[src/shared/pfsel_regs.svh]
// Register offsets, field positions and reset values of the port F low pin selector
`ifndef PFSEL_REGS_SVH
`define PFSEL_REGS_SVH

// ----------------------------------------
// Register offsets (byte addresses)
// ----------------------------------------
`define PFSEL_OFS_DIR 8'h00
`define PFSEL_OFS_DATA 8'h04
`define PFSEL_OFS_STATE 8'h08
`define PFSEL_OFS_EXPAND 8'h0C
`define PFSEL_OFS_DRAM 8'h10
`define PFSEL_OFS_WIDTH 8'h14
`define PFSEL_OFS_IRQSEL 8'h18
`define PFSEL_OFS_BUSCTL 8'h1C
`define PFSEL_OFS_FUNC 8'h20

// ----------------------------------------
// Field positions and widths
// ----------------------------------------
`define PFSEL_PIN_CNT 3
`define PFSEL_EXTERNAL_EXPANSION_ENABLE_BIT 0
`define PFSEL_DRAM_SEL_W 3
`define PFSEL_WIDTH_W 4
`define PFSEL_EXT_IRQ_CH14_BIT 0
`define PFSEL_EXT_IRQ_CH15_BIT 1
`define PFSEL_STALL_EN_BIT 0

// ----------------------------------------
// Reset values
// ----------------------------------------
`define PFSEL_DIR_RST 3'h0
`define PFSEL_DATA_RST 3'h0
`define PFSEL_EXTERNAL_EXPANSION_ENABLE_RST 1'h0
`define PFSEL_DRAM_RST 3'h0
`define PFSEL_WIDTH_RST 4'hF
`define PFSEL_IRQSEL_RST 2'h3
`define PFSEL_STALL_EN_RST 1'h0

// ----------------------------------------
// Operating modes that can run single-chip
// ----------------------------------------
`define PFSEL_MODE_SC_A 3'h3
`define PFSEL_MODE_SC_B 3'h7

`endif

[src/shared/pfsel_pkg.sv]
// Types shared by the port F low pin selector
package pfsel_pkg;

   typedef logic [2:0] pfsel_pins_t;

   typedef enum logic [1:0] {
      PFSEL_FN_GPIO,
      PFSEL_FN_STROBE,
      PFSEL_FN_STALL
   } pfsel_func_t;

endpackage

[src/shared/pfsel_mux_if.sv]
// Carrier between the selector control and its pin multiplexer
`timescale 1ns/10ps
interface pfsel_mux_if;
   import pfsel_pkg::*;

   pfsel_func_t func [3];
   pfsel_pins_t dir;
   pfsel_pins_t data;
   pfsel_pins_t strobe;
   pfsel_pins_t pin_out;
   pfsel_pins_t pin_oe;

   modport ctrl (
      output func,
      output dir,
      output data,
      output strobe,
      input pin_out,
      input pin_oe
   );

   modport mux (
      input func,
      input dir,
      input data,
      input strobe,
      output pin_out,
      output pin_oe
   );
endinterface

[src/hdl/pfsel_pin_mux.sv]
// Per-pin output and enable multiplexer of the port F low pins
`timescale 1ns/10ps
module pfsel_pin_mux
   import pfsel_pkg::*;
(
   pfsel_mux_if.mux mx
);

   genvar g;
   generate
      for (g = 0; g < 3; g = g + 1) begin : g_pin
         always_comb begin
            case (mx.func[g])
               PFSEL_FN_STROBE: begin
                  mx.pin_out[g] = mx.strobe[g];
                  mx.pin_oe[g] = 1'b1;
               end
               PFSEL_FN_STALL: begin
                  // Input function: direction bit ignored
                  mx.pin_out[g] = 1'b0;
                  mx.pin_oe[g] = 1'b0;
               end
               default: begin
                  // General port: direction bit picks input or output
                  mx.pin_out[g] = mx.data[g];
                  mx.pin_oe[g] = mx.dir[g];
               end
            endcase
         end
      end
   endgenerate

endmodule

[src/hdl/pfsel_top.sv]
// Port F low pin function selector with APB register slave
// Functional notes
// - Pin 2 drives the lower column strobe when expanded or expansion-enabled and any DRAM area 2-5 is 16-bit.
// - Pin 2 feeds interrupt channel 15 whenever its source select bit is 0, whatever its other function.
// - Pin 1 drives the upper column strobe when expanded or expansion-enabled and any area 2-5 is DRAM.
// - Pin 1 feeds interrupt channel 14 whenever its source select bit is 0, alongside its other function.
// - Pin 0 is the bus stall request input when the stall enable is 1 and the mode is expanded or enabled.
// - Single-chip-capable modes with expansion disabled make all three pins plain ports.
// - As a general port a pin is input with direction 0 and output with 1; bus functions ignore it.
// - The pin-state register reads the data bit where the direction bit is 1 and the pin level where it is 0, whatever the pin function.
// - The output data register holds the general output levels, resets to 0 and is read/write.
//
// Implementation choices: the address map and the APB register port.
`timescale 1ns/10ps
`include "pfsel_regs.svh"
module pfsel_top
   import pfsel_pkg::*;
(
   input wire logic clock_i,
   input wire logic rst_n_i,
   input wire logic psel_i,
   input wire logic penable_i,
   input wire logic pwrite_i,
   input wire logic [7:0] paddr_i,
   input wire logic [31:0] pwdata_i,
   input wire logic [3:0] pstrb_i,
   output logic [31:0] prdata_o,
   output logic pready_o,
   output logic pslverr_o,
   input wire logic [2:0] mode_i,
   input wire logic lower_column_strobe_i,
   input wire logic upper_column_strobe_i,
   input wire logic [2:0] pin_i,
   output logic [2:0] pin_o,
   output logic [2:0] pin_oe_o,
   output logic bus_stall_req_o,
   output logic ext_irq_ch15_n_o,
   output logic ext_irq_ch14_n_o,
   output logic [5:0] pin_func_o
);

   // ----------------------------------------
   // Decode helpers
   // ----------------------------------------
   // Areas 2..(1+sel) are DRAM space; codes above 4 cover areas 2 to 5
   function automatic logic area_is_dram(input logic [2:0] sel, input int area);
      logic [2:0] top;
      top = (sel > 3'h4) ? 3'h4 : sel;
      area_is_dram = (sel != 3'h0) && ((area - 2) < int'(top));
   endfunction

   function automatic logic is_single_chip_mode(input logic [2:0] mode);
      is_single_chip_mode = (mode == `PFSEL_MODE_SC_A) || (mode == `PFSEL_MODE_SC_B);
   endfunction

   // ----------------------------------------
   // Registers
   // ----------------------------------------
   pfsel_pins_t dir_r;
   pfsel_pins_t data_r;
   logic external_expansion_enable_r;
   logic [2:0] dram_sel_r;
   logic [3:0] width_r;
   logic [1:0] irqsel_r;
   logic stall_en_r;
   logic [2:0] mode_r;
   logic mode_taken_r;

   logic wr_en;
   logic setup;
   logic [31:0] rdata_nxt;
   logic err_nxt;
   pfsel_pins_t state_val;
   pfsel_func_t fn2;
   pfsel_func_t fn1;
   pfsel_func_t fn0;
   logic bus_on;
   logic any_dram;
   logic any_dram16;

   pfsel_mux_if mx ();

   assign setup = psel_i && !penable_i;
   // Writes commit only in the access cycle that carries the answer
   assign wr_en = psel_i && penable_i && pready_o && pwrite_i && !pslverr_o && pstrb_i[0];

   // ----------------------------------------
   // Operating mode capture after reset release
   // ----------------------------------------
   // Mode pins are read once, on the edge after reset leaves
   always_ff @(posedge clock_i or negedge rst_n_i) begin
      if (!rst_n_i) begin
         mode_r <= 3'h0;
         mode_taken_r <= 1'b0;
      end else if (!mode_taken_r) begin
         mode_r <= mode_i;
         mode_taken_r <= 1'b1;
      end
   end

   // ----------------------------------------
   // Port direction and output data
   // ----------------------------------------
   always_ff @(posedge clock_i or negedge rst_n_i) begin
      if (!rst_n_i) begin
         dir_r <= `PFSEL_DIR_RST;
      end else if (wr_en && paddr_i == `PFSEL_OFS_DIR) begin
         dir_r <= pwdata_i[2:0];
      end
   end

   always_ff @(posedge clock_i or negedge rst_n_i) begin
      if (!rst_n_i) begin
         data_r <= `PFSEL_DATA_RST;
      end else if (wr_en && paddr_i == `PFSEL_OFS_DATA) begin
         data_r <= pwdata_i[2:0];
      end
   end

   // ----------------------------------------
   // Bus controller and interrupt settings
   // ----------------------------------------
   always_ff @(posedge clock_i or negedge rst_n_i) begin
      if (!rst_n_i) begin
         external_expansion_enable_r <= `PFSEL_EXTERNAL_EXPANSION_ENABLE_RST;
      end else if (wr_en && paddr_i == `PFSEL_OFS_EXPAND) begin
         external_expansion_enable_r <= pwdata_i[`PFSEL_EXTERNAL_EXPANSION_ENABLE_BIT];
      end
   end

   always_ff @(posedge clock_i or negedge rst_n_i) begin
      if (!rst_n_i) begin
         dram_sel_r <= `PFSEL_DRAM_RST;
      end else if (wr_en && paddr_i == `PFSEL_OFS_DRAM) begin
         dram_sel_r <= pwdata_i[`PFSEL_DRAM_SEL_W-1:0];
      end
   end

   always_ff @(posedge clock_i or negedge rst_n_i) begin
      if (!rst_n_i) begin
         width_r <= `PFSEL_WIDTH_RST;
      end else if (wr_en && paddr_i == `PFSEL_OFS_WIDTH) begin
         width_r <= pwdata_i[`PFSEL_WIDTH_W-1:0];
      end
   end

   always_ff @(posedge clock_i or negedge rst_n_i) begin
      if (!rst_n_i) begin
         irqsel_r <= `PFSEL_IRQSEL_RST;
      end else if (wr_en && paddr_i == `PFSEL_OFS_IRQSEL) begin
         irqsel_r <= pwdata_i[1:0];
      end
   end

   always_ff @(posedge clock_i or negedge rst_n_i) begin
      if (!rst_n_i) begin
         stall_en_r <= `PFSEL_STALL_EN_RST;
      end else if (wr_en && paddr_i == `PFSEL_OFS_BUSCTL) begin
         stall_en_r <= pwdata_i[`PFSEL_STALL_EN_BIT];
      end
   end

   // ----------------------------------------
   // Pin function selection
   // ----------------------------------------
   always_comb begin
      any_dram = 1'b0;
      any_dram16 = 1'b0;
      for (int a = 2; a <= 5; a++) begin
         if (area_is_dram(dram_sel_r, a)) begin
            any_dram = 1'b1;
            // A clear width bit marks a 16-bit area
            if (!width_r[a-2]) begin
               any_dram16 = 1'b1;
            end
         end
      end
   end

   // Bus functions need an expanded mode or expansion enabled
   assign bus_on = !is_single_chip_mode(mode_r) || external_expansion_enable_r;

   // Strobe and stall functions outrank the direction bits
   always_comb begin
      fn2 = PFSEL_FN_GPIO;
      fn1 = PFSEL_FN_GPIO;
      fn0 = PFSEL_FN_GPIO;
      if (bus_on && any_dram16) begin
         fn2 = PFSEL_FN_STROBE;
      end
      if (bus_on && any_dram) begin
         fn1 = PFSEL_FN_STROBE;
      end
      if (bus_on && stall_en_r) begin
         fn0 = PFSEL_FN_STALL;
      end
   end

   assign mx.func[2] = fn2;
   assign mx.func[1] = fn1;
   assign mx.func[0] = fn0;
   assign mx.dir = dir_r;
   assign mx.data = data_r;
   // Pin 0 has no strobe to carry
   assign mx.strobe = {lower_column_strobe_i, upper_column_strobe_i, 1'b0};

   pfsel_pin_mux u_mux (
      .mx(mx)
   );

   // ----------------------------------------
   // Pin drivers and side outputs
   // ----------------------------------------
   // Registered so every pin and side output changes on a clean edge
   always_ff @(posedge clock_i or negedge rst_n_i) begin
      if (!rst_n_i) begin
         pin_o <= 3'h0;
         pin_oe_o <= 3'h0;
      end else begin
         pin_o <= mx.pin_out;
         pin_oe_o <= mx.pin_oe;
      end
   end

   always_ff @(posedge clock_i or negedge rst_n_i) begin
      if (!rst_n_i) begin
         bus_stall_req_o <= 1'b0;
      end else begin
         // Stall line is active low at the pin
         bus_stall_req_o <= (fn0 == PFSEL_FN_STALL) && !pin_i[0];
      end
   end

   always_ff @(posedge clock_i or negedge rst_n_i) begin
      if (!rst_n_i) begin
         ext_irq_ch15_n_o <= 1'b1;
         ext_irq_ch14_n_o <= 1'b1;
      end else begin
         // Pin level passes whatever the pin function; idle high when deselected
         ext_irq_ch15_n_o <= irqsel_r[`PFSEL_EXT_IRQ_CH15_BIT] ? 1'b1 : pin_i[2];
         ext_irq_ch14_n_o <= irqsel_r[`PFSEL_EXT_IRQ_CH14_BIT] ? 1'b1 : pin_i[1];
      end
   end

   always_ff @(posedge clock_i or negedge rst_n_i) begin
      if (!rst_n_i) begin
         pin_func_o <= 6'h00;
      end else begin
         pin_func_o <= {fn2, fn1, fn0};
      end
   end

   // ----------------------------------------
   // APB read decode
   // ----------------------------------------
   // Bus functions leave the state read to the direction bit
   genvar g;
   generate
      for (g = 0; g < 3; g = g + 1) begin : g_state
         assign state_val[g] = dir_r[g] ? data_r[g] : pin_i[g];
      end
   endgenerate

   always_comb begin
      rdata_nxt = 32'h0000_0000;
      err_nxt = 1'b0;
      case (paddr_i)
         `PFSEL_OFS_DIR: rdata_nxt[2:0] = dir_r;
         `PFSEL_OFS_DATA: rdata_nxt[2:0] = data_r;
         `PFSEL_OFS_STATE: begin
            rdata_nxt[2:0] = state_val;
         end
         `PFSEL_OFS_EXPAND: rdata_nxt[`PFSEL_EXTERNAL_EXPANSION_ENABLE_BIT] = external_expansion_enable_r;
         `PFSEL_OFS_DRAM: rdata_nxt[2:0] = dram_sel_r;
         `PFSEL_OFS_WIDTH: rdata_nxt[3:0] = width_r;
         `PFSEL_OFS_IRQSEL: rdata_nxt[1:0] = irqsel_r;
         `PFSEL_OFS_BUSCTL: rdata_nxt[`PFSEL_STALL_EN_BIT] = stall_en_r;
         `PFSEL_OFS_FUNC: rdata_nxt[8:0] = {mode_r, fn2, fn1, fn0};
         default: err_nxt = 1'b1;
      endcase
      if (pwrite_i && (paddr_i == `PFSEL_OFS_STATE || paddr_i == `PFSEL_OFS_FUNC)) begin
         // Status registers cannot be written
         err_nxt = 1'b1;
      end
   end

   // Answer in the first access cycle; read data taken during setup
   always_ff @(posedge clock_i or negedge rst_n_i) begin
      if (!rst_n_i) begin
         pready_o <= 1'b0;
         pslverr_o <= 1'b0;
         prdata_o <= 32'h0000_0000;
      end else begin
         pready_o <= setup;
         if (setup) begin
            pslverr_o <= err_nxt;
            prdata_o <= pwrite_i ? 32'h0000_0000 : rdata_nxt;
         end else begin
            pslverr_o <= 1'b0;
         end
      end
   end

endmodule

[config.mk]
export PLATFORM = sky130hd
export DESIGN_NAME = pfsel_top
export DESIGN_NICKNAME = d
export VERILOG_FILES = /design/src/shared/pfsel_pkg.sv /design/src/shared/pfsel_mux_if.sv /design/src/hdl/pfsel_pin_mux.sv /design/src/hdl/pfsel_top.sv
export VERILOG_INCLUDE_DIRS = /design/src /design/src/shared
export SDC_FILE = /design/constraint.sdc
export NUM_CORES = 1
export LEC_CHECK = 0
export ABC_AREA = 1
export BUFFER_PORTS_ARGS = -buffer_cell sky130_fd_sc_hd__buf_2
export CORE_AREA = 5 5 94 96
export CTS_CLUSTER_DIAMETER = 100
export DETAILED_ROUTE_END_ITERATION = 10
export DIE_AREA = 0 0 99 101
export GPL_TIMING_DRIVEN = 0
export SYNTH_ARGS = -nofsm -noshare
export SYNTH_HDL_FRONTEND = slang
export SYNTH_SLANG_ARGS = --single-unit
[constraint.sdc]
create_clock -name clock_i -period 3.1 [get_ports clock_i]
set_input_delay 0.93 -clock clock_i [delete_from_list [all_inputs] [get_ports clock_i]]
set_output_delay 0.93 -clock clock_i [all_outputs]
set_load 0.1 [all_outputs]
==> results of run 1 <==
==> final cells by class <==
type / count / area, sq um
fill: 856 / 5180
sequential: 43 / 1090
multi-input combinational: 207 / 901
timing repair buffer: 47 / 235
buffer: 28 / 210
tap: 105 / 131
inverter: 33 / 124
clock buffer: 6 / 82.6
clock inverter: 2 / 16.3
==> synthesized netlist by cell type, drive strengths merged <==
cell	number	area share, %
mux2	1	0.51
a21oi	7	1.6
inv	32	5.4
dfrtp	35	39
clkinv	1	0.17
a22o	1	0.39
nand3	20	4.7
nand2	80	14
nor4	1	0.96
buf	28	9.5
dfstp	8	9.5
o21ai	26	5.9
nand4	2	0.56
nor3	3	0.68
nor3b	1	0.34
conb	2	0.34
nor2	33	5.6
or2	4	1.1
==> metal layers <==
metal  GRT usage, %  routed length [um]  share of wire, %
met2           16.6                2320                43
met3           3.46                 437               8.1
met4           3.57                  74               1.4
met1           15.1                2540                47
met5              0                   0                 0
==> per-stage QoR <==
stage	area, sq um	util [%]
floorplan	2320	-
finish	2790	35.0
global route	2790	35.0
detailed placement	2690	33.7
CTS	2790	35.0
global placement	2690	33.7
==> worst reg2reg max path, cell delays in order, from the launching register on <==
cell and delay (ns):
dfrtp_1 0.41, nor4_4 0.55, nand2_1 0.31, nand2_1 0.12, o21ai_0 0.09
==> cell families (layout without fill, tap and decap cells) <==
kind of cell           Yosys count  count (layout)
multiplexers                     1               1
AND/OR/NAND/NOR                144             144
buffers and inverters           61             116
AO/OA/AOI/OAI                   34              34
flip-flops                      43              43
other                            2              28
==> flip-flops by register name (all words and copies together) (netlist names), 2 cells and up <==
| register | flops |
|---|---|
| prdata_o | 8 |
| width_r | 4 |
| data_r | 3 |
| dir_r | 3 |
| dram_sel_r | 3 |
| mode_r | 3 |
| pin_func_o | 3 |
| pin_o | 3 |
| pin_oe_o | 3 |
| irqsel_r | 2 |
==> power breakdown <==
group | switching (mW) | internal, mW
Sequential | 0.00422 | 0.570
Combinational | 0.219 | 0.0481
Clock | 0.207 | 0.182
==> worst min path at each step <==
| stage | endpoint | slack [ns] | cells past startpoint |
|---|---|---|---|
| floorplan | prdata_o[8]$_DFFE_PN0P_ | 0.46 | 1 |
| global placement | prdata_o[1]$_DFFE_PN0P_ | 0.47 | 2 |
| detailed placement | prdata_o[4]$_DFFE_PN0P_ | 0.46 | 2 |
| CTS | prdata_o[2]$_DFFE_PN0P_ | 0.49 | 2 |
| global route | prdata_o[2]$_DFFE_PN0P_ | 0.51 | 2 |
| finish | prdata_o[2]$_DFFE_PN0P_ | 0.48 | 2 |
==> results.tsv, run 1 <==
metric	value	unit
WHS	0.485	ns
Crit path arrival time	1.23	ns
Syn Area/Cell	7.80	sq um
mux cell area share after synthesis	0.506	%
Placed Cells	463	
crit path max fanout	1	
min Tclk post-route	2.16	ns
crit path kind	register to primary output	
crit path buf inv count	1	
status	finished clean	
P_leak	1.55	nW
setup_tns	0	ns
power density cells	441	nW/um^2
crit path from	ext_irq_ch14_n_o$_DFF_PN1_	
total track usage	11.0	%
Synth cell types	19	
Fin. Hold Viols	0	
RSZ-0062 raised after global routing	no	
Post-Synth XOR/XNOR Area	0	%
DR pass1 iterations	4	
post-cts resize count	0	
CTS Buffer Depth	2	
final setup violating endpoints	0	
grt ovf	0	
diode count	0	
Inserted Clock Buffers	5	
antenna-violating nets left	0	
I/O pin total	106	
layout cells sized above 1	26.8	%
cells after synthesis	285	
DRT iter0 DRCs	64	
Num Clock Sinks	43	
Rel. slew slack	35.1	%
WL final	5.38	mm
final net count	422	
Via density	4.03	
Worst-path clk slew	0.08	ns
crit-path leading delay family	flip-flops	
Total Power	1.23	mW
Adder-Cell Fraction of Synth Area	0	%
Die Y	101	um
CTS tree	yes	
HP Start	prdata_o[2]$_DFFE_PN0P_	
reg2reg start	pslverr_o$_DFF_PN0_	
Crit. End Element	primary output	
HP Class	register to register	
Worst-Margin Slew	0.974	ns
worst path cell trace	buf_2	
crit-path max cell delay	0.52	ns
Seq/Total Area, Yosys	48.8	%
post-CTS setup repair buffer count	0	
htree depth	2	
initial antenna violation count	0	
dpl ws	0.803	ns
Critical Path End	ext_irq_ch14_n_o	
final period utilization	69.8	%
commonest cells after routing, fill and taps aside	nand2_1 (80), buf_2 (47), dfrtp_1 (35)	
skew final	0.00861	ns
Worst R2R End	dir_r[2]$_DFFE_PN0P_	
fmax	462	MHz
synthesized area	2220	sq um
Die X	99	um
drt drc	0	
max-cap violations	0	
final RePlAce weighted congestion	0.846	
combinational family with the most area after synthesis	simple AND/OR/NAND/NOR gates	
Root Driver	clkbuf_8	
largest net degree at the start of global routing	44	
vias in the first global route	1819	
first-pass GRT wire length	8.82	mm
Synth Register Bits	43	
Synth Area in Simple Gates	27.5	%
worst-skew pair later-pin latency	0.31	ns
DP HPWL	4.25	mm
P&R area growth vs syn	25.3	%
Core Region	7970	sq um
Max VDD drop	0.219	mV
Slew Viols, Final	0	
DR WL/cell	11.4	um
WP depth	1	
Max stage delay cell, worst path	dfstp_2	
final non-filler cell total	471	
setup slack, reg-to-reg	1.50	ns
Rows	33	
die footprint	10000	sq um
Ys Warns	0	
Crit path required time	2.17	ns
post-synthesis compound-gate area fraction	7.82	%
PortBufs	47	
startpoint types	register	
Vias	1900	
most common cell after layout, fill and taps aside	nand2_1	
Post-CTS Hold Buffers	0	
final worst slack	0.936	ns
initial core utilization	27.9	%
worst reg-to-reg path cell count	4	
Power figures use the tool's default switching activity.
==> run 2, diff against run 1 <==
- ABC_AREA: 1 -> 0
- CORE_AREA: 5 5 94 96 -> 5 5 95 97
- DIE_AREA: 0 0 99 101 -> 0 0 100 102
- clock period: 3.1 -> 1.8 ns (I/O delays scaled with it)
==> run 2 against run 1 <==
The flow now finishes with violations (negative setup slack). Largest power group unchanged. Sequential cell count unchanged. Synthesized cell count decreased by 31%. Sequential share of layout area decreased by 3.6 points.
==> results.tsv, run 2 <==
metric	value	unit	change
HP Class	input port to asynchronous set/reset pin		was register to register
Slew Viols, Final	0		unchanged
power density cells	736	nW/um^2	was 441 nW/um^2
final period utilization	112	%	
Die X	100	um	was 99 um
final net count	344		was 422
die footprint	10200	sq um	was 10000 sq um
startpoint types	input port		was register
top post-synthesis cells by count	dfrtp_1 (35), buf_4 (27), mux2_2 (23)		was nand2_1 (80), dfrtp_1 (35), nor2_1 (33)
Total Power	2.26	mW	was 1.23 mW
setup slack, reg-to-reg	0.09	ns	was 1.50 ns
asr flop ratio synth	100	%	unchanged
Largest Register	prdata_o		unchanged
clock power share	34.3	%	was 31.6%
EDFF count, synth	0		unchanged
Max VDD drop	0.284	mV	was 0.219 mV
crit path max fanout	3		was 1
GRT busiest layer	met2		unchanged
skew final	0.00430	ns	was 0.00861 ns
CTS tree	yes		unchanged
grt ovf	0		unchanged
met3 usage	3.28	%	was 3.46%
status	complete, but fails checks		was finished clean
min Tclk post-route	2.01	ns	
commonest cells after routing, fill and taps aside	buf_2 (43), dfrtp_1 (34), buf_4 (33)		was nand2_1 (80), buf_2 (47), dfrtp_1 (35)
final setup violating endpoints	18		was 0
Via density	4.31		was 4.03
worst path cell trace	buf_8 > or4_4 > or3_4 > buf_12 > nor2_4 > mux2_4		was buf_2
Crit path required time	1.98	ns	was 2.17 ns
net switching power	721	uW	was 430 uW
Crit path arrival time	2.19	ns	was 1.23 ns
DR pass1 iterations	4		unchanged
CTS Buffer Depth	2		unchanged
DRT iter0 DRCs	73		was 64
count leader, synth	dfrtp_1		was nand2_1
number of flip-flops in the largest register	8		unchanged
Crit. End Element	register		was primary output
antenna-violating nets left	0		unchanged
cells after synthesis	197		was 285
WHS	0.385	ns	was 0.485 ns
initial core utilization	28.1	%	was 27.9%
RSZ-0062 raised after global routing	yes		was no
largest registers	prdata_o (8), width_r (4)		unchanged
initial antenna violation count	0		unchanged
ys flop type	dfrtp_1		unchanged
final worst slack	-0.208	ns	was 0.936 ns
Vias	1695		was 1900
Max stage delay cell, worst path	or4_4		was dfstp_2
post-synth top area share	38.7	%	was 39.4%
crit-path leading delay family	simple AND/OR/NAND/NOR gates		was flip-flops
Seq/Total Area, Yosys	48.0	%	was 48.8%
dpl ws	-0.667	ns	was 0.803 ns
P_leak	1.54	nW	was 1.55 nW
vias in the first global route	1681		was 1819
failing checks	negative setup slack		
fmax	498	MHz	
P&R area growth vs syn	35.9	%	was 25.3%
max-cap violations	0		unchanged
total track usage	10.8	%	was 11.0%
final RePlAce weighted congestion	0.929		was 0.846
WL final	5.54	mm	was 5.38 mm
DR WL/cell	14.1	um	was 11.4 um
Ys Warns	0		unchanged
DP HPWL	4.21	mm	was 4.25 mm
layout cells sized above 1	50.7	%	was 26.8%
drt drc	0		unchanged
htree depth	2		unchanged
Syn Area/Cell	11.5	sq um	was 7.80 sq um
Worst-path clk slew	0.08	ns	about the same
Num Clock Sinks	43		unchanged
Synth Register Bits	43		unchanged
Seq pwr share	43.8	%	was 46.7%
Synth area leader	dfrtp_1		unchanged
first-pass GRT wire length	8.78	mm	was 8.82 mm
M1 GR Usage	13.7	%	was 15.1%
diode count	0		unchanged
synthesized area	2260	sq um	was 2220 sq um
Rel. slew slack	35.6	%	was 35.1%
Die Y	102	um	was 101 um
largest net degree at the start of global routing	44		unchanged
PortBufs	46		was 47
switching fraction of total power	31.9	%	was 34.9%
Worst-Margin Slew	0.966	ns	was 0.974 ns
crit path kind	input port to register		was register to primary output
most common cell after layout, fill and taps aside	buf_2		was nand2_1
crit path buf inv count	2		was 1
top cells by area, synth	dfrtp_1 (39%), mux2_2 (11%), dfstp_2 (9.3%)		was dfrtp_1 (39%), nand2_1 (14%), buf_4 (9.5%)
GR Util met2	18.1	%	was 16.6%
crit-path max cell delay	0.53	ns	was 0.52 ns
Synth cell types	46		was 19
Rows	33		unchanged
Post-CTS Hold Buffers	0		unchanged
I/O pin total	106		unchanged
Fin. Hold Viols	0		unchanged
worst-skew pair later-pin latency	0.29	ns	was 0.31 ns
combinational share of power	21.9	%	was 21.7%
Inserted Clock Buffers	5		unchanged
Core Region	8050	sq um	was 7970 sq um
total internal power	1.54	mW	was 800 uW
Root Driver	clkbuf_8		unchanged
run 2: per-layer routing:
layer / routed length, um / vias up / share of wire [%]
met3: 379 / 7 / 6.8
met2: 2700 / 50 / 49
met5: 0 / - / 0
met1: 2390 / 812 / 43
li1: - / 826 / -
met4: 72 / 0 / 1.3
run 2: worst paths after layout:
kind	startpoint	endpoint	depth (start not counted)
setup / recovery	paddr_i[5]	data_r[0]$_DFFE_PN0P_	6
hold / removal	rst_n_i	pin_o[1]$_DFF_PN0_	1
setup reg to reg	pslverr_o$_DFF_PN0_	width_r[0]$_DFFE_PN1P_	5
hold reg to reg	prdata_o[0]$_DFFE_PN0P_	prdata_o[0]$_DFFE_PN0P_	2
max in group asynchronous	rst_n_i	pready_o$_DFF_PN0_	1
min in group clock_i	pin_i[0]	bus_stall_req_o$_DFF_PN0_	2
run 2: what timing repair did:
action	4_1_cts	5_1_grt
resized for setup	20	5
setup buffers	7	4
endpoints found under the setup margin	17	22
pin swaps	5	8
run 2: area by class of cell:
cell class,instances,area [sq um]
Fill cell,804,4980
Multi-Input combinational cell,143,1110
Sequential cell,43,1090
Timing Repair Buffer,57,373
Buffer,32,230
Tap cell,105,131
Clock buffer,6,82.6
Clock inverter,2,35.0
Inverter,5,18.8
run 2: metrics by stage:
step | utilization (%) | std cells | setup TNS (ns) | instance area [sq um]
5_1_grt | 38.2 | 393 | -3.39 | 3070
6_report | 38.2 | 393 | -3.09 | 3070
4_1_cts | 37.5 | 389 | -3.21 | 3020
3_5_place_dp | 34.4 | 374 | -11.46 | 2770
2_1_floorplan | - | 223 | -4.82 | 2410
3_3_place_gp | 34.4 | 374 | -11.29 | 2770
run 2: cells by family (layout without fill, tap and decap cells):
logic type             count (synthesis)  count (layout)  synth area share (%)
AND/OR/NAND/NOR                       60              60                  17.8
flip-flops                            43              43                  48.0
buffers and inverters                 37             102                  10.7
multiplexers                          28              28                  14.2
AO/OA/AOI/OAI                         27              27                  8.85
other                                  2              28                 0.332
run 2: power by group through the flow:
stage | Clock, mW | Combinational (mW) | Sequential [mW]
2_1_floorplan | 0 | 0.352 | 1.05
3_3_place_gp | 0 | 0.476 | 1.01
3_5_place_dp | 0 | 0.479 | 1.01
4_1_cts | 0.792 | 0.492 | 0.991
5_1_grt | 0.829 | 0.520 | 0.992
6_report | 0.775 | 0.495 | 0.990
==> run 3, diff against run 2 <==
- CELL_PAD_IN_SITES_DETAIL_PLACEMENT: unset -> 0
- CELL_PAD_IN_SITES_GLOBAL_PLACEMENT: unset -> 1
- CORE_AREA: 5 5 95 97 -> 2 2 92 94
- DIE_AREA: 0 0 100 102 -> 0 0 94 96
- PLACE_DENSITY_LB_ADDON: unset -> 0.1
==> run 3 against run 2 <==
The flow still finishes with violations (negative setup slack). Sequential cell count is the same. Design area shrank 1.8%. Largest cell class unchanged. Final cell count shrank 0.76%. Routed wire length shrank 0.97%. Worst setup slack lost 0.021 ns. Core utilization shrank 0.68 points. Register-to-register slack is essentially flat. Sequential power is essentially flat. Clock power shrank 18%.
==> results.tsv, run 3 (synthesis results as in run 2) <==
metric	value	unit	change
worst-skew pair later-pin latency	0.30	ns	was 0.29 ns
final worst slack	-0.229	ns	was -0.208 ns
fmax	493	MHz	was 498 MHz
final non-filler cell total	390		was 393
Root Driver	clkbuf_8		unchanged
Worst-Margin Slew	0.960	ns	was 0.966 ns
layout cells sized above 1	50.5	%	was 50.7%
Finished Cell Area	3020	sq um	was 3070 sq um
vias in the first global route	1598		was 1681
status	complete, but fails checks		unchanged
largest registers	prdata_o (8), width_r (4)		unchanged
crit path buf inv count	2		unchanged
Crit path required time	1.98	ns	about the same
DRT iter0 DRCs	62		was 73
Largest Register	prdata_o		unchanged
crit-path leading delay family	simple AND/OR/NAND/NOR gates		unchanged
grt ovf	0		unchanged
placement-stage cell area	2770	sq um	unchanged
Crit. End Element	register		unchanged
Die Y	96	um	was 102 um
diode count	0		unchanged
largest net degree at the start of global routing	44		unchanged
Placed Cells	374		unchanged
HP Class	input port to asynchronous set/reset pin		unchanged
Inserted Clock Buffers	5		unchanged
Max stage delay cell, worst path	or4_4		unchanged
most common cell after layout, fill and taps aside	buf_2		unchanged
die footprint	9020	sq um	was 10200 sq um
total track usage	12.9	%	was 10.8%
Worst-path clk slew	0.08	ns	about the same
Rows	33		unchanged
Via density	4.34		was 4.31
final setup violating endpoints	22		was 18
P&R area growth vs syn	33.4	%	was 35.9%
htree depth	2		unchanged
Max VDD drop	0.285	mV	was 0.284 mV
crit path kind	input port to register		unchanged
Slew Viols, Final	0		unchanged
antenna-violating nets left	0		unchanged
DR WL/cell	14.1	um	about the same
fin util	37.5	%	was 38.2%
CTS tree	yes		unchanged
crit path max fanout	3		unchanged
met3 usage	2.98	%	was 3.28%
min Tclk post-route	2.03	ns	was 2.01 ns
M1 GR Usage	17.5	%	was 13.7%
Vias	1692		was 1695
initial antenna violation count	0		unchanged
skew final	0.00709	ns	was 0.00430 ns
Die X	94	um	was 100 um
P_leak	1.51	nW	was 1.54 nW
drt drc	0		unchanged
power density cells	702	nW/um^2	was 736 nW/um^2
Rel. slew slack	36.0	%	was 35.6%
Num Clock Sinks	43		unchanged
commonest cells after routing, fill and taps aside	buf_2 (41), dfrtp_1 (34), buf_4 (33)		was buf_2 (43), dfrtp_1 (34), buf_4 (33)
first-pass GRT wire length	8.71	mm	was 8.78 mm
Fillers	839		was 804
RSZ-0062 raised after global routing	yes		unchanged
GRT busiest layer	met2		unchanged
PortBufs	46		unchanged
DR pass1 iterations	4		unchanged
Post-CTS Hold Buffers	0		unchanged
GR Util met2	19.9	%	was 18.1%
Core Region	8050	sq um	unchanged
final RePlAce weighted congestion	0.736		was 0.929
final period utilization	113	%	was 112%
CTS Buffer Depth	2		unchanged
startpoint types	input port		unchanged
Crit path arrival time	2.21	ns	was 2.19 ns
initial core utilization	28.1	%	unchanged
failing checks	negative setup slack		unchanged
crit-path max cell delay	0.52	ns	was 0.53 ns
WHS	0.376	ns	was 0.385 ns
WL final	5.49	mm	was 5.54 mm
DP HPWL	4.13	mm	was 4.21 mm
final net count	341		was 344
I/O pin total	106		unchanged
worst path cell trace	buf_8 > or4_4 > or3_4 > nor3_4 > buf_6 > mux2_4		was buf_8 > or4_4 > or3_4 > buf_12 > nor2_4 > mux2_4
Fin. Hold Viols	0		unchanged
number of flip-flops in the largest register	8		unchanged
max-cap violations	0		unchanged
run 3: power by group:
part,total [mW],switching [mW],internal (mW)
logic,0.492,0.385,0.107
clock network,0.634,0.324,0.310
registers,0.991,0.00884,0.982
total,2.12,0.718,1.40
run 3: cell type report:
cell class / instances / area [sq um] / area share (%)
inverter: 5 / 18.8 / 0.622
clock buffer: 7 / 86.3 / 2.86
clock inverter: 1 / 5.00 / 0.166
sequential: 43 / 1090 / 36.0
buffer: 32 / 231 / 7.67
timing repair buffer: 54 / 332 / 11.0
multi-input combinational: 143 / 1120 / 37.3
tap: 105 / 131 / 4.36
run 3: through the flow:
step,power (mW),setup slack [ns],TNS [ns]
floorplan,1.40,-0.330,-4.82
global placement,1.49,-0.707,-11.95
detailed placement,1.49,-0.701,-12.09
CTS,2.15,-0.268,-3.42
global route,2.21,-0.244,-3.75
finish,2.12,-0.229,-3.20
run 3: repair_timing:
item                                    in CTS  in global routing
buffers inserted                             6                  3
endpoints found under the setup margin      17                 24
resized for setup                           19                  9
pin swaps                                    7                  9
run 3: worst reg2reg max path, delay by kind of cell, from the launching register on:
family | cells | cell delay [ns]
AND/OR/NAND/NOR | 3 | 0.78
multiplexers | 1 | 0.29
buffers and inverters | 1 | 0.15
flip-flops | 1 | 0.38
run 3: routing by layer:
metal	share of wire (%)	routed length, um	vias to the layer above
met1	46	2520	807
met3	6.1	337	8
met2	46	2510	57
met5	0	0	-
li1	-	-	820
met4	2.2	119	0
run 3: final timing paths:
| kind | slack (ns) | start | to | depth (start not counted) |
|---|---|---|---|---|
| min in group clock_i | 0.41 | pin_i[0] | bus_stall_req_o$_DFF_PN0_ | 2 |
| hold reg to reg | 0.48 | prdata_o[0]$_DFFE_PN0P_ | prdata_o[0]$_DFFE_PN0P_ | 2 |
| setup / recovery | -0.23 | paddr_i[6] | dir_r[0]$_DFFE_PN0P_ | 6 |
| setup reg to reg | 0.09 | pslverr_o$_DFF_PN0_ | dir_r[0]$_DFFE_PN0P_ | 5 |
| hold / removal | 0.38 | rst_n_i | pin_func_o[2]$_DFF_PN0_ | 1 |
| max in group asynchronous | 0.75 | rst_n_i | pready_o$_DFF_PN0_ | 1 |
